### src/dac_ctrl_map.vh
// Purpose: Register offsets, field positions, reset values and timing
// Assumes: 7-bit register address, 9-bit register data
// Notes: Included by the control bank and the clock generator
`ifndef DAC_CTRL_MAP_VH
`define DAC_CTRL_MAP_VH

`define ADDR_DAC_CHANNEL_CONTROL 7'h02
`define ADDR_DEEMPHASIS_SELECT 7'h09
`define ADDR_INTERFACE_POWER_CONTROL 7'h0a
`define ADDR_LEGACY_CONVERTER_CONTROL 7'h0c
`define ADDR_CHANNEL4_CONTROL 7'h0f
`define ADDR_SOFT_RESET 7'h1f

`define RST_DAC_CHANNEL_CONTROL 9'h120
`define RST_DEEMPHASIS_SELECT 9'h000
`define RST_INTERFACE_POWER_CONTROL 9'h080
`define RST_LEGACY_CONVERTER_CONTROL 9'h000
`define RST_CHANNEL4_CONTROL 9'h080

// dac_channel_control
`define BIT_GLOBAL_CHANNEL_SELECT_A 1
`define BIT_GLOBAL_GLOBAL_DAC_POWERDOWN 2
// deemphasis_select
`define FLD_CHANNEL_SELECT_A_HI 8
`define FLD_CHANNEL_SELECT_A_LO 6
// interface_power_control
`define FLD_DISABLE_HI 3
`define FLD_DISABLE_LO 1
`define BIT_MASTER_GLOBAL_DAC_POWERDOWN 4
`define BIT_MASTER_SELECT 5
`define FLD_RATE_HI 8
`define FLD_RATE_LO 6
// legacy_converter_control
`define BIT_MPD_LEGACY 6
// channel4_control
`define BIT_CH4_DISABLE 1
`define BIT_CH4_CHANNEL_SELECT_A 4
`define BIT_MPD_CH4 5
`define BIT_ZFM_HI 6
`define FLD_ZFM_HI 8
`define FLD_ZFM_LO 7

`define RATE_128 3'h0
`define RATE_192 3'h1
`define RATE_256 3'h2
`define RATE_384 3'h3
`define RATE_512 3'h4
`define RATE_768 3'h5

`define ZERO_RUN_LEN 11'h400
`define CTL_FRAME_BITS 5'h10
`define BCLK_PER_FRAME 64
`define FILTER_INIT_CYCLES 8'h40

`endif

### src/frame_clock_gen.v
// Purpose: Frame and bit clock generator for interface master mode
// Assumes: Runs on the master clock, 64 bit clocks per frame
// Notes: Outputs held low while disabled
`timescale 1ns/1ps
`include "dac_ctrl_map.vh"

module frame_clock_gen #(
   parameter CW = 10
) (
   input wire clock,
   input wire rst,
   input wire enable,
   input wire [2:0] rate,
   output reg frame_clk,
   output reg bit_clk
);

   reg [CW-1:0] frame_cnt;
   reg [3:0] bit_cnt;
   reg [2:0] rate_q;
   wire [CW-1:0] ratio;
   wire [3:0] bit_div;

   function [CW-1:0] ratio_of;
      input [2:0] code;
      begin
         case (code)
            `RATE_128: ratio_of = 10'd128;
            `RATE_192: ratio_of = 10'd192;
            `RATE_256: ratio_of = 10'd256;
            `RATE_384: ratio_of = 10'd384;
            `RATE_512: ratio_of = 10'd512;
            `RATE_768: ratio_of = 10'd768;
            default: ratio_of = 10'd256;
         endcase
      end
   endfunction

   assign ratio = ratio_of(rate);
   assign bit_div = ratio[9:6];

   always @(posedge clock or posedge rst) begin
      if (rst) begin
         frame_cnt <= {CW{1'b0}};
         bit_cnt <= 4'h0;
         frame_clk <= 1'b0;
         bit_clk <= 1'b0;
         rate_q <= 3'h0;
      end else if (!enable) begin
         frame_cnt <= {CW{1'b0}};
         bit_cnt <= 4'h0;
         frame_clk <= 1'b0;
         bit_clk <= 1'b0;
         rate_q <= rate;
      end else if (rate != rate_q) begin
         // Restart on ratio change, no stretched half periods
         frame_cnt <= {CW{1'b0}};
         bit_cnt <= 4'h0;
         frame_clk <= 1'b0;
         bit_clk <= 1'b0;
         rate_q <= rate;
      end else begin
         if (frame_cnt >= ratio - 10'd1)
            frame_cnt <= {CW{1'b0}};
         else
            frame_cnt <= frame_cnt + 10'd1;
         if (bit_cnt >= bit_div - 4'h1 || frame_cnt >= ratio - 10'd1)
            bit_cnt <= 4'h0;
         else
            bit_cnt <= bit_cnt + 4'h1;
         // Left half of frame high, bit clock low for first half period
         frame_clk <= (frame_cnt < {1'b0, ratio[CW-1:1]});
         bit_clk <= (bit_cnt >= {1'b0, bit_div[3:1]});
      end
   end

endmodule

### src/dac_channel_control_regs.v
// Purpose: Control registers and decode for a four-channel audio DAC
// Assumes: 3-wire control port, 16-bit frames, address then data, MSB first
// Notes: Control pins pass a three-stage synchroniser before use
`timescale 1ns/1ps
`include "dac_ctrl_map.vh"

// Contract
// - Per-channel de-emphasis from four-bit selector
// - Global de-emphasis bit forces all channels
// - Global power-down powers down all channels
// - Power-down clears history, keeps registers
// - Clearing power-down reinitialises interpolation filters
// - Disable bit puts channel in low power
// - Master power-down kills everything including midrail; clock enables still follow master select and the mute pin stays driven
// - Master select drives frame, bit clocks
// - Rate field sets master clocks per frame
// - Frame and bit clocks divided from master
// - Mute decode disable is OR of copies
// - Decode off: pin high mutes all
// - Decode on: selector picks muted channels
// - Pin output shows selected zero flags
// - Zero flag after 1024 zero samples
// - Selector table: all, single, pairs, triple
module dac_channel_control_regs #(
   parameter ZERO_RUN = 11,
   parameter INIT_CYCLES = 8
) (
   input wire clock,
   input wire rst,
   input wire ctl_latch,
   input wire ctl_sclk,
   input wire ctl_sdin,
   input wire mute_pin_in,
   input wire [3:0] sample_valid,
   input wire [3:0] sample_is_zero,
   output reg [3:0] channel_select_a_active,
   output reg [3:0] channel_powered_down,
   output reg midrail_off,
   output reg history_clear,
   output reg filter_reinit,
   output reg [3:0] soft_mute,
   output reg [3:0] zero_flag,
   output reg mute_pin_out,
   output reg mute_pin_oe,
   output reg frame_clk_out,
   output reg frame_clk_oe,
   output reg bit_clk_out,
   output reg bit_clk_oe
);

   localparam ST_RUN = 3'b001;
   localparam ST_HALT = 3'b010;
   localparam ST_INIT = 3'b100;

   reg [8:0] dac_channel_control;
   reg [8:0] deemphasis_select;
   reg [8:0] interface_power_control;
   reg [8:0] legacy_converter_control;
   reg [8:0] channel4_control;

   reg [2:0] latch_sync;
   reg [2:0] sclk_sync;
   reg [2:0] sdin_sync;
   reg [2:0] mute_sync;
   reg latch_level;
   reg sclk_level;
   reg sdin_level;
   reg mute_level;
   reg latch_prev;
   reg sclk_prev;
   reg [15:0] shift_word;
   reg [4:0] bit_count;

   reg [2:0] state;
   reg [2:0] next_state;
   reg [INIT_CYCLES-1:0] init_cnt;
   reg [ZERO_RUN-1:0] zero_cnt [0:3];
   integer zi;

   wire sclk_rise;
   wire latch_rise;
   wire [6:0] wr_addr;
   wire [8:0] wr_data;
   wire wr_commit;
   wire global_pd;
   wire master_pd;
   wire master_mode;
   wire [2:0] rate;
   wire [3:0] channel_select_a_sel;
   wire [3:0] disable_sel;
   wire [2:0] zfm_sel;
   wire mpd_eff;
   wire [3:0] zfm_mask;
   wire [3:0] mute_group;
   wire gen_frame;
   wire gen_bit;

   // Channel group picked by the three-bit zero-flag mute selector
   function [3:0] zfm_decode;
      input [2:0] sel;
      begin
         case (sel)
            3'h0: zfm_decode = 4'hf;
            3'h1: zfm_decode = 4'h1;
            3'h2: zfm_decode = 4'h2;
            3'h3: zfm_decode = 4'h4;
            3'h4: zfm_decode = 4'h8;
            3'h5: zfm_decode = 4'h3;
            3'h6: zfm_decode = 4'h7;
            3'h7: zfm_decode = 4'hc;
            default: zfm_decode = 4'hf;
         endcase
      end
   endfunction

   // Filtered pin level: follows once stages two and three agree
   function next_level;
      input [2:0] sync;
      input cur;
      begin
         next_level = (sync[1] == sync[2]) ? sync[2] : cur;
      end
   endfunction

   // Control pin synchronisers
   always @(posedge clock or posedge rst) begin
      if (rst) begin
         latch_sync <= 3'h7;
         sclk_sync <= 3'h0;
         sdin_sync <= 3'h0;
         mute_sync <= 3'h0;
         latch_level <= 1'b1;
         sclk_level <= 1'b0;
         sdin_level <= 1'b0;
         mute_level <= 1'b0;
         latch_prev <= 1'b1;
         sclk_prev <= 1'b0;
      end else begin
         latch_sync <= {latch_sync[1:0], ctl_latch};
         sclk_sync <= {sclk_sync[1:0], ctl_sclk};
         sdin_sync <= {sdin_sync[1:0], ctl_sdin};
         mute_sync <= {mute_sync[1:0], mute_pin_in};
         latch_level <= next_level(latch_sync, latch_level);
         sclk_level <= next_level(sclk_sync, sclk_level);
         sdin_level <= next_level(sdin_sync, sdin_level);
         mute_level <= next_level(mute_sync, mute_level);
         latch_prev <= latch_level;
         sclk_prev <= sclk_level;
      end
   end

   assign sclk_rise = sclk_level & ~sclk_prev;
   assign latch_rise = latch_level & ~latch_prev;
   assign wr_addr = shift_word[15:9];
   assign wr_data = shift_word[8:0];
   assign wr_commit = latch_rise && (bit_count >= `CTL_FRAME_BITS);

   // Serial word assembly, latch low frames the transfer
   always @(posedge clock or posedge rst) begin
      if (rst) begin
         shift_word <= 16'h0000;
         bit_count <= 5'h00;
      end else if (latch_rise) begin
         bit_count <= 5'h00;
      end else if (sclk_rise && !latch_level) begin
         shift_word <= {shift_word[14:0], sdin_level};
         if (bit_count < `CTL_FRAME_BITS)
            bit_count <= bit_count + 5'h01;
      end
   end

   // Register writes; registers untouched by any power-down
   // settings preserved
   always @(posedge clock or posedge rst) begin
      if (rst) begin
         dac_channel_control <= `RST_DAC_CHANNEL_CONTROL;
         deemphasis_select <= `RST_DEEMPHASIS_SELECT;
         interface_power_control <= `RST_INTERFACE_POWER_CONTROL;
         legacy_converter_control <= `RST_LEGACY_CONVERTER_CONTROL;
         channel4_control <= `RST_CHANNEL4_CONTROL;
      end else if (wr_commit) begin
         case (wr_addr)
            `ADDR_DAC_CHANNEL_CONTROL:
               dac_channel_control <= wr_data;
            `ADDR_DEEMPHASIS_SELECT:
               deemphasis_select <= wr_data;
            `ADDR_INTERFACE_POWER_CONTROL:
               interface_power_control <= wr_data;
            `ADDR_LEGACY_CONVERTER_CONTROL:
               legacy_converter_control <= wr_data;
            `ADDR_CHANNEL4_CONTROL:
               channel4_control <= wr_data;
            `ADDR_SOFT_RESET: begin
               dac_channel_control <= `RST_DAC_CHANNEL_CONTROL;
               deemphasis_select <= `RST_DEEMPHASIS_SELECT;
               interface_power_control <= `RST_INTERFACE_POWER_CONTROL;
               legacy_converter_control <= `RST_LEGACY_CONVERTER_CONTROL;
               channel4_control <= `RST_CHANNEL4_CONTROL;
            end
            default: begin
            end
         endcase
      end
   end

   assign global_pd = dac_channel_control[`BIT_GLOBAL_GLOBAL_DAC_POWERDOWN];
   assign master_pd = interface_power_control[`BIT_MASTER_GLOBAL_DAC_POWERDOWN];
   assign master_mode = interface_power_control[`BIT_MASTER_SELECT];
   assign rate = interface_power_control[`FLD_RATE_HI:`FLD_RATE_LO];
   assign channel_select_a_sel = {channel4_control[`BIT_CH4_CHANNEL_SELECT_A],
      deemphasis_select[`FLD_CHANNEL_SELECT_A_HI:`FLD_CHANNEL_SELECT_A_LO]};
   assign disable_sel = {channel4_control[`BIT_CH4_DISABLE],
      interface_power_control[`FLD_DISABLE_HI:`FLD_DISABLE_LO]};
   assign zfm_sel = {channel4_control[`BIT_ZFM_HI],
      channel4_control[`FLD_ZFM_HI:`FLD_ZFM_LO]};
   assign mpd_eff = legacy_converter_control[`BIT_MPD_LEGACY] |
      channel4_control[`BIT_MPD_CH4];
   assign zfm_mask = zfm_decode(zfm_sel);
   assign mute_group = mpd_eff ? 4'hf : zfm_mask;

   // Power and de-emphasis outputs
   always @(posedge clock or posedge rst) begin
      if (rst) begin
         channel_select_a_active <= 4'h0;
         channel_powered_down <= 4'h0;
         midrail_off <= 1'b0;
         history_clear <= 1'b0;
      end else begin
         channel_select_a_active <= dac_channel_control[`BIT_GLOBAL_CHANNEL_SELECT_A] ?
            4'hf : channel_select_a_sel;
         channel_powered_down <= (global_pd | master_pd) ?
            4'hf : disable_sel;
         midrail_off <= master_pd;
         history_clear <= global_pd | master_pd;
      end
   end

   // Filter restart sequencing after power-down release
   always @* begin
      next_state = state;
      case (state)
         ST_RUN:
            if (global_pd || master_pd)
               next_state = ST_HALT;
         ST_HALT:
            if (!global_pd && !master_pd)
               next_state = ST_INIT;
         ST_INIT:
            if (global_pd || master_pd)
               next_state = ST_HALT;
            else if (init_cnt == {INIT_CYCLES{1'b1}})
               next_state = ST_RUN;
         default:
            next_state = ST_RUN;
      endcase
   end

   always @(posedge clock or posedge rst) begin
      if (rst) begin
         state <= ST_RUN;
         init_cnt <= {INIT_CYCLES{1'b0}};
         filter_reinit <= 1'b0;
      end else begin
         state <= next_state;
         if (next_state == ST_INIT)
            init_cnt <= init_cnt + {{(INIT_CYCLES-1){1'b0}}, 1'b1};
         else
            init_cnt <= {INIT_CYCLES{1'b0}};
         filter_reinit <= (next_state == ST_INIT);
      end
   end

   // Per-channel consecutive zero sample counters
   always @(posedge clock or posedge rst) begin
      if (rst) begin
         for (zi = 0; zi < 4; zi = zi + 1)
            zero_cnt[zi] <= {ZERO_RUN{1'b0}};
         zero_flag <= 4'h0;
      end else begin
         for (zi = 0; zi < 4; zi = zi + 1) begin
            if (history_clear) begin
               zero_cnt[zi] <= {ZERO_RUN{1'b0}};
               zero_flag[zi] <= 1'b0;
            end else if (sample_valid[zi]) begin
               if (!sample_is_zero[zi]) begin
                  zero_cnt[zi] <= {ZERO_RUN{1'b0}};
                  zero_flag[zi] <= 1'b0;
               end else if (zero_cnt[zi] < `ZERO_RUN_LEN) begin
                  zero_cnt[zi] <= zero_cnt[zi] + 11'h001;
                  zero_flag[zi] <= (zero_cnt[zi] == `ZERO_RUN_LEN - 11'h001);
               end
            end
         end
      end
   end

   // Mute pin drive and soft mute from the observed pin level
   always @(posedge clock or posedge rst) begin
      if (rst) begin
         mute_pin_out <= 1'b0;
         mute_pin_oe <= 1'b0;
         soft_mute <= 4'h0;
      end else begin
         mute_pin_out <= ((zero_flag & zfm_mask) == zfm_mask);
         mute_pin_oe <= 1'b1;
         soft_mute <= mute_level ? mute_group : 4'h0;
      end
   end

   frame_clock_gen #(
      .CW(10)
   ) u_clkgen (
      .clock(clock),
      .rst(rst),
      .enable(master_mode & ~master_pd),
      .rate(rate),
      .frame_clk(gen_frame),
      .bit_clk(gen_bit)
   );

   always @(posedge clock or posedge rst) begin
      if (rst) begin
         frame_clk_out <= 1'b0;
         bit_clk_out <= 1'b0;
         frame_clk_oe <= 1'b0;
         bit_clk_oe <= 1'b0;
      end else begin
         frame_clk_out <= gen_frame;
         bit_clk_out <= gen_bit;
         frame_clk_oe <= master_mode;
         bit_clk_oe <= master_mode;
      end
   end

endmodule

### config.mk
export PLATFORM = sky130hd
export DESIGN_NAME = dac_channel_control_regs
export DESIGN_NICKNAME = d
export VERILOG_FILES = /design/src/frame_clock_gen.v /design/src/dac_channel_control_regs.v
export VERILOG_INCLUDE_DIRS = /design/src
export SDC_FILE = /design/constraint.sdc
export NUM_CORES = 1
export LEC_CHECK = 0
export ABC_AREA = 1
export BUFFER_PORTS_ARGS = -buffer_cell sky130_fd_sc_hd__buf_2
export CORE_UTILIZATION = 50
export DETAILED_ROUTE_END_ITERATION = 6
export PLACE_DENSITY_LB_ADDON = 0.25
export SLEW_MARGIN = 25
export SYNTH_ARGS = -nofsm -noshare
export SYNTH_HDL_FRONTEND = slang
export SYNTH_SLANG_ARGS = --single-unit
### constraint.sdc
create_clock -name clock -period 5.9 [get_ports clock]
set_clock_uncertainty 0.15 [all_clocks]
set_input_delay 0.295 -clock clock [delete_from_list [all_inputs] [get_ports clock]]
set_output_delay 0.295 -clock clock [all_outputs]
set_load 0.05 [all_outputs]
==> After elaboration in Yosys (flattened, before gate mapping) <==
Memory sizes are Yosys's and may differ from the RTL's.
Cells that the tools add are included.
Widths: inputs -> output; s select.
{ "totals": {"register_bits": 174, "latch_bits": 0, "ramBits": 0, "romBits": 32, "inputBits": 14, "output_inout_bits": 25, "elab_cells": 198, "memories": 1} }
{ "classes": {"n_addsub": 10, "n_mul": 0, "div_mod_pow": 0, "magnitude_cmp": 10, "n_eq_ne": 30, "shift": 0, "muxes": 63, "bitwise": 10, "reduce_logical": 31} }
{ "mem_list": {"columns": ["memory", "words", "word_bits", "read_ports", "rd_clocked_by_memory_dff", "write_ports", "line_no", "source"], "rows": [
  ["(name not given)", 8, 4, 1, 0, 0, "dac_channel_control_regs.v:102", "case (sel)"]
]} }
{ "op_table": {"columns": ["op", "n"], "rows": [
  ["$mux 11", 16],
  ["$pmux 9 s2", 3],
  ["$pmux 10 s5", 1],
  ["$add 11x1->11 const B", 4],
  ["$eq 11x10->1 const B", 4],
  ["$lt 11x11->1 const B", 4],
  ["$mux 10", 3],
  ["$eq 7x4->1 const B", 4],
  ["$mux 4", 7],
  ["$reduce_and 2->1", 11],
  ["$reduce_bool 2->1", 11],
  ["$mux 1", 20],
  ["$mux 3", 6],
  ["$mux 5", 3],
  ["$pmux 7 s2", 1],
  ["$eq 3x3->1 const B", 4],
  ["$ne 3x1->1 const B", 4],
  ["$add 10x1->10 const B", 1],
  ["$ge 10x10->1", 1],
  ["$lt 10x9->1", 1],
  ["$sub 10x1->10 const B", 1],
  ["$pmux 3 s3", 1],
  ["$add 8x1->8 const B", 1],
  ["$eq 8x8->1 const B", 1],
  ["other kinds (25)", 41]
]} }

==> Longest topological paths before layout <==
{ "depth": {"depth_word": 8, "mapped_depth": 15} }

==> Cells and area by module <==
Synthesis repeated with hierarchy kept, for this count alone.
{ "unflattened": {"hier_cells": 863, "area_unflattened_um2": 7492.2} }
{ "modules_own_cells": {"columns": ["mod", "instances", "cells_per_inst", "area_each_um2", "seq_area_each_um2"], "rows": [
  ["dac_channel_control_regs", 1, 713, 6155.9, 3463.3],
  ["frame_clock_gen", 1, 150, 1336.3, 475.5]
]} }

==> Worst setup path after synthesis <==
No wires, ideal clock.
{ "synth_timing": {"kind": "register to register", "start": "reg interface_power_control[8]", "end": "reg u_clkgen.bit_cnt[3]", "setup_ps": 72, "t_arrival_ps": 1844, "t_required_ps": 5678, "setup_slack_ps": 3834, "stages_incl_launch_ff": 13, "path_buffers": 1, "cell_sequence": "dfrtp_1 buf_2 nor3_1 inv_1 ha_1 ha_1 nand2_1 nand3_1 nand3_1 nand2_1 nand2_1 nand3_1 nor2_1"} }
{ "synth_via": {"elab_chain_len": 8, "elab_cells_between_ends": 15} }
{ "synth_lines": {"columns": ["item", "line_no", "source"], "rows": [
  ["start: declaration", "dac_channel_control_regs.v:57", "reg [8:0] interface_power_control;"],
  ["start signal: assignment", "dac_channel_control_regs.v:178", "interface_power_control <= `RST_INTERFACE_POWER_CONTROL;"],
  ["start signal: assignment", "dac_channel_control_regs.v:188", "interface_power_control <= wr_data;"],
  ["start signal: assignment", "dac_channel_control_regs.v:196", "interface_power_control <= `RST_INTERFACE_POWER_CONTROL;"],
  ["$eq 3x3->1, or another cell as far along", "frame_clock_gen.v:27", "case (code)"],
  ["$pmux 10 s5", "frame_clock_gen.v:27", null],
  ["$sub 10x1->10 or $sub 4x1->4 (tied branches)", "frame_clock_gen.v:67", "if (bit_cnt >= bit_div - 4'h1 || frame_cnt >= ratio - 10'd1)"],
  ["$ge 10x10->1 or $ge 4x4->1 (tied branches)", "frame_clock_gen.v:67", null],
  ["$logic_or 1x1->1", "frame_clock_gen.v:67", null],
  ["$mux 4", "frame_clock_gen.v:67", null],
  ["$mux 4 (*)", "frame_clock_gen.v:55", "end else if (rate != rate_q) begin"],
  ["$mux 4 (*)", "frame_clock_gen.v:49", "end else if (!enable) begin"],
  ["end signal: assignment", "frame_clock_gen.v:70", "bit_cnt <= bit_cnt + 4'h1;"],
  ["end: declaration", "frame_clock_gen.v:19", "reg [3:0] bit_cnt;"]
]} }
Mark *: on every way between the ends. The rest lies on a longest branch, timed or not.
A chain may end at the register's enable or synchronous reset.

==> Worst setup path after layout <==
{ "layout_timing": {"start": "reg interface_power_control[6]", "end": "reg u_clkgen.bit_cnt[1]"} }
The elaborated chain is that of the path after synthesis.

==> impl_metrics.tcl <==
set metrics [dict create \
    drive_gt1_share_pct 14.4 \
    worstPathArrival_ns 2.58 \
    required_ns 6.09 \
    power.density_nw_per_um2 306 \
    clk_pin_slew_ns 0.06 \
    drt_wl_total_microns 13300 \
    grt_usage_pct 19.6 \
    synth.distinct_cells 43 \
    period_share_pct 40.6 \
    antenna_found_initial 0 \
    cts-root-buf "clkbuf_16" \
    timing.final.crit_period_ns 2.39 \
    p_int_w 0.00195 \
    fill_cells 1163 \
    synthFlopType "dfrtp_1" \
    peakVddDrop_mv 0.240 \
    startpoint_type "flip-flop" \
    synth_top_area_share_pct 52.3 \
    grt_pass1_vias 5019 \
    grt_pass1_wl_microns 22700 \
    hp-class "in2reg" \
    rsz0062_at_grt "no" \
    p_clk_share_pct 46.5 \
    rows 43 \
    num_io_pins 39 \
    drcViolationCount 0 \
    wl_per_cell_microns 12.9 \
    vias_per_cell 5.09 \
    cp_max_fo 8 \
    gp_congestion 0.853 \
    die_area_sq_um 14700 \
    avgSynthCellArea_sq_um 9.10 \
    finalSetupTns_ns 0 \
    initial_core_util_pct 51.4 \
    end_kind "flip-flop" \
    p_leak_nw 4.07 \
    final_cell_mix "149 x dfrtp_1, 146 x nand2_1, 112 x inv_1" \
    worstSkewPairLatency_ns 0.42 \
    synthArstFlopShare_pct 100 \
    vias 5224 \
    antenna_left 0 \
    reg2reg_slack_ns 3.51 \
    die_h_microns 121 \
    yosysWarnings 0 \
    setup_slack_ns 3.51 \
    synthTopCellsByArea "dfrtp_1 52%, nand2_1 7.7%, inv_1 5.9%, o21ai_0 4.6%, nor2_1 4.3%" \
    drv_cap 0 \
    finalSetupViolations 0 \
    timing.slew.headroom_pct 42.4 \
    hpwl_microns 9170 \
    outcome "finished clean" \
    clock.fmax_ghz 0.418 \
    post-place-ws_ns 3.57 \
    final_common_cell "dfrtp_1" \
    die_w_microns 121 \
    finalHoldViolations 0 \
    coreArea_sq_um 13900 \
    ys_ff_latch 157 \
    netlist_instances 784 \
    crit_type "reg2reg" \
    grt_start_max_net_pins 88 \
    cts_buffers 17 \
    syn_area_sq_um 7130 \
    slew_viol_final 0 \
    synth-edff-count 0 \
    cts_tree "done" \
    area_growth_pct 14.5 \
    tightest_slew_ns 0.864 \
    drt_pass1_iterations 5 \
    clock_sinks 157 \
    p_sw_share_pct 22.1 \
    clockBufferDepth 2 \
    fin_nets 871 \
    drt-initial-drc-count 331 \
    pwr-share-comb_pct 6.7 \
    portBuffers 38 \
    grt_overflow_total 0 \
    whs_ns 0.117 \
    yosysTopAreaCell "dfrtp_1" \
    p_sw_w 0.000553 \
    htree_levels 4 \
    n_antenna_cell 0 \
    syn_nets 821 \
    seq_power_share_pct 46.8 \
    cts_resized 0 \
    ys_seq_area_share_pct 55.2 \
]
area by class of cell:
| cell class | count | area (sq um) | share of cell area, % |
|---|---|---|---|
| flip-flops and latches | 157 | 3940 | 48.2 |
| multi-input cells | 494 | 2660 | 32.6 |
| clock buffers | 26 | 509 | 6.23 |
| inverters | 120 | 455 | 5.58 |
| repair buffers | 44 | 248 | 3.03 |
| well taps | 180 | 225 | 2.76 |
| clock inverters | 6 | 130 | 1.59 |
worst max-delay path, stage by stage, from the launching register on:
cell and delay, ns:
dfrtp_1 0.49, inv_1 0.09, nor3_1 0.23, inv_1 0.12, ha_1 0.33, ha_1 0.29, nand2_1 0.08, nand3_1 0.07
nand3_1 0.07, nand2_1 0.05, nand2_1 0.11, nand3_1 0.09, nor2_1 0.12
registers in the layout, summed over array words and instances (netlist names), 3 cells and up:
signal                   cells
channel_select_a_active      4
u_clkgen.frame_cnt          10
zero_flag                    4
mute_sync                    3
channel4_control             6
latch_sync                   3
shift_word                  16
u_clkgen.bit_cnt             4
sclk_sync                    3
channel_powered_down         4
deemphasis_select            3
soft_mute                    4
init_cnt                     8
sdin_sync                    3
interface_power_control      8
state                        3
zero_cnt                    44
u_clkgen.rate_q              3
bit_count                    5
per-layer routing:
layer	vias to the layer above	track usage, %	wire [microns]
li1	2607	-	-
met1	2476	24.7	6030
met2	106	32.2	6510
met3	35	4.75	401
met4	0	8.41	345
met5	-	0	0
worst paths after layout:
check                                      end  depth (start not counted)                        from
max reg2reg                u_clkgen.bit_cnt[1]                         12  interface_power_control[6]
min reg2reg                      frame_clk_out                          0          u_clkgen.frame_clk
max                        u_clkgen.bit_cnt[1]                         12  interface_power_control[6]
min                               zero_cnt[21]                          5             sample_valid[2]
min in group asynchronous         sclk_sync[0]                          3                         rst
max in group asynchronous        shift_word[9]                          4                         rst
per-stage QoR:
step	total power (W)	instance area, sq um	utilization, %	cells
finish	0.00250	8170	58.8	1027
global route	0.00260	8170	58.8	1027
CTS	0.00253	8170	58.8	1027
detailed placement	0.00135	7480	53.9	990
global placement	0.00135	7480	53.9	990
floorplan	0.00130	7130	-	784
cell usage after synthesis, types with 3 or more instances:
master and n:
nand2_1 146, clkbuf_1 5, dfstp_2 8, o21ai_0 66
o21ai_2 9, a21oi_1 24, maj3_1 4, xnor2_1 9
o31ai_1 4, or2_2 9, nor2_2 3, ha_1 23
nand3_1 39, a31oi_1 3, nor3_1 18, nand4_1 6
xor2_1 13, buf_2 4, inv_2 7, nand2_2 5
nand3_2 3, nor2_1 81, o22ai_1 4, dfrtp_1 149
nor3_2 3, buf_6 3, inv_1 113
cell families (layout without fill, tap and decap cells):
| logic type | after synthesis | after routing | synth area share (%) |
|---|---|---|---|
| AND/OR/NAND/NOR | 321 | 321 | 19.9 |
| AO/OA/AOI/OAI | 123 | 123 | 10.0 |
| XOR/XNOR | 22 | 22 | 2.70 |
| adder cells (fa/ha/maj) | 27 | 27 | 4.60 |
| buffers and inverters | 133 | 196 | 7.44 |
| other | 1 | 1 | 0.0526 |
| flip-flops | 157 | 157 | 55.2 |
power groups by stage:
stage / Clock (W) / Sequential, W / Combinational (W)
2_1_floorplan: 0 / 0.00119 / 0.000114
3_3_place_gp: 0 / 0.00119 / 0.000159
3_5_place_dp: 0 / 0.00119 / 0.000167
4_1_cts: 0.00119 / 0.00117 / 0.000170
5_1_grt: 0.00123 / 0.00118 / 0.000192
6_report: 0.00116 / 0.00117 / 0.000167
what timing repair did:
| action | 4_1_cts | 5_1_grt |
|---|---|---|
| buffers inserted | 0 | 0 |
| hold endpoints to repair | 84 | 0 |
| hold buffers | 5 | 0 |
No activity file was read; power rests on OpenSTA's default activity.
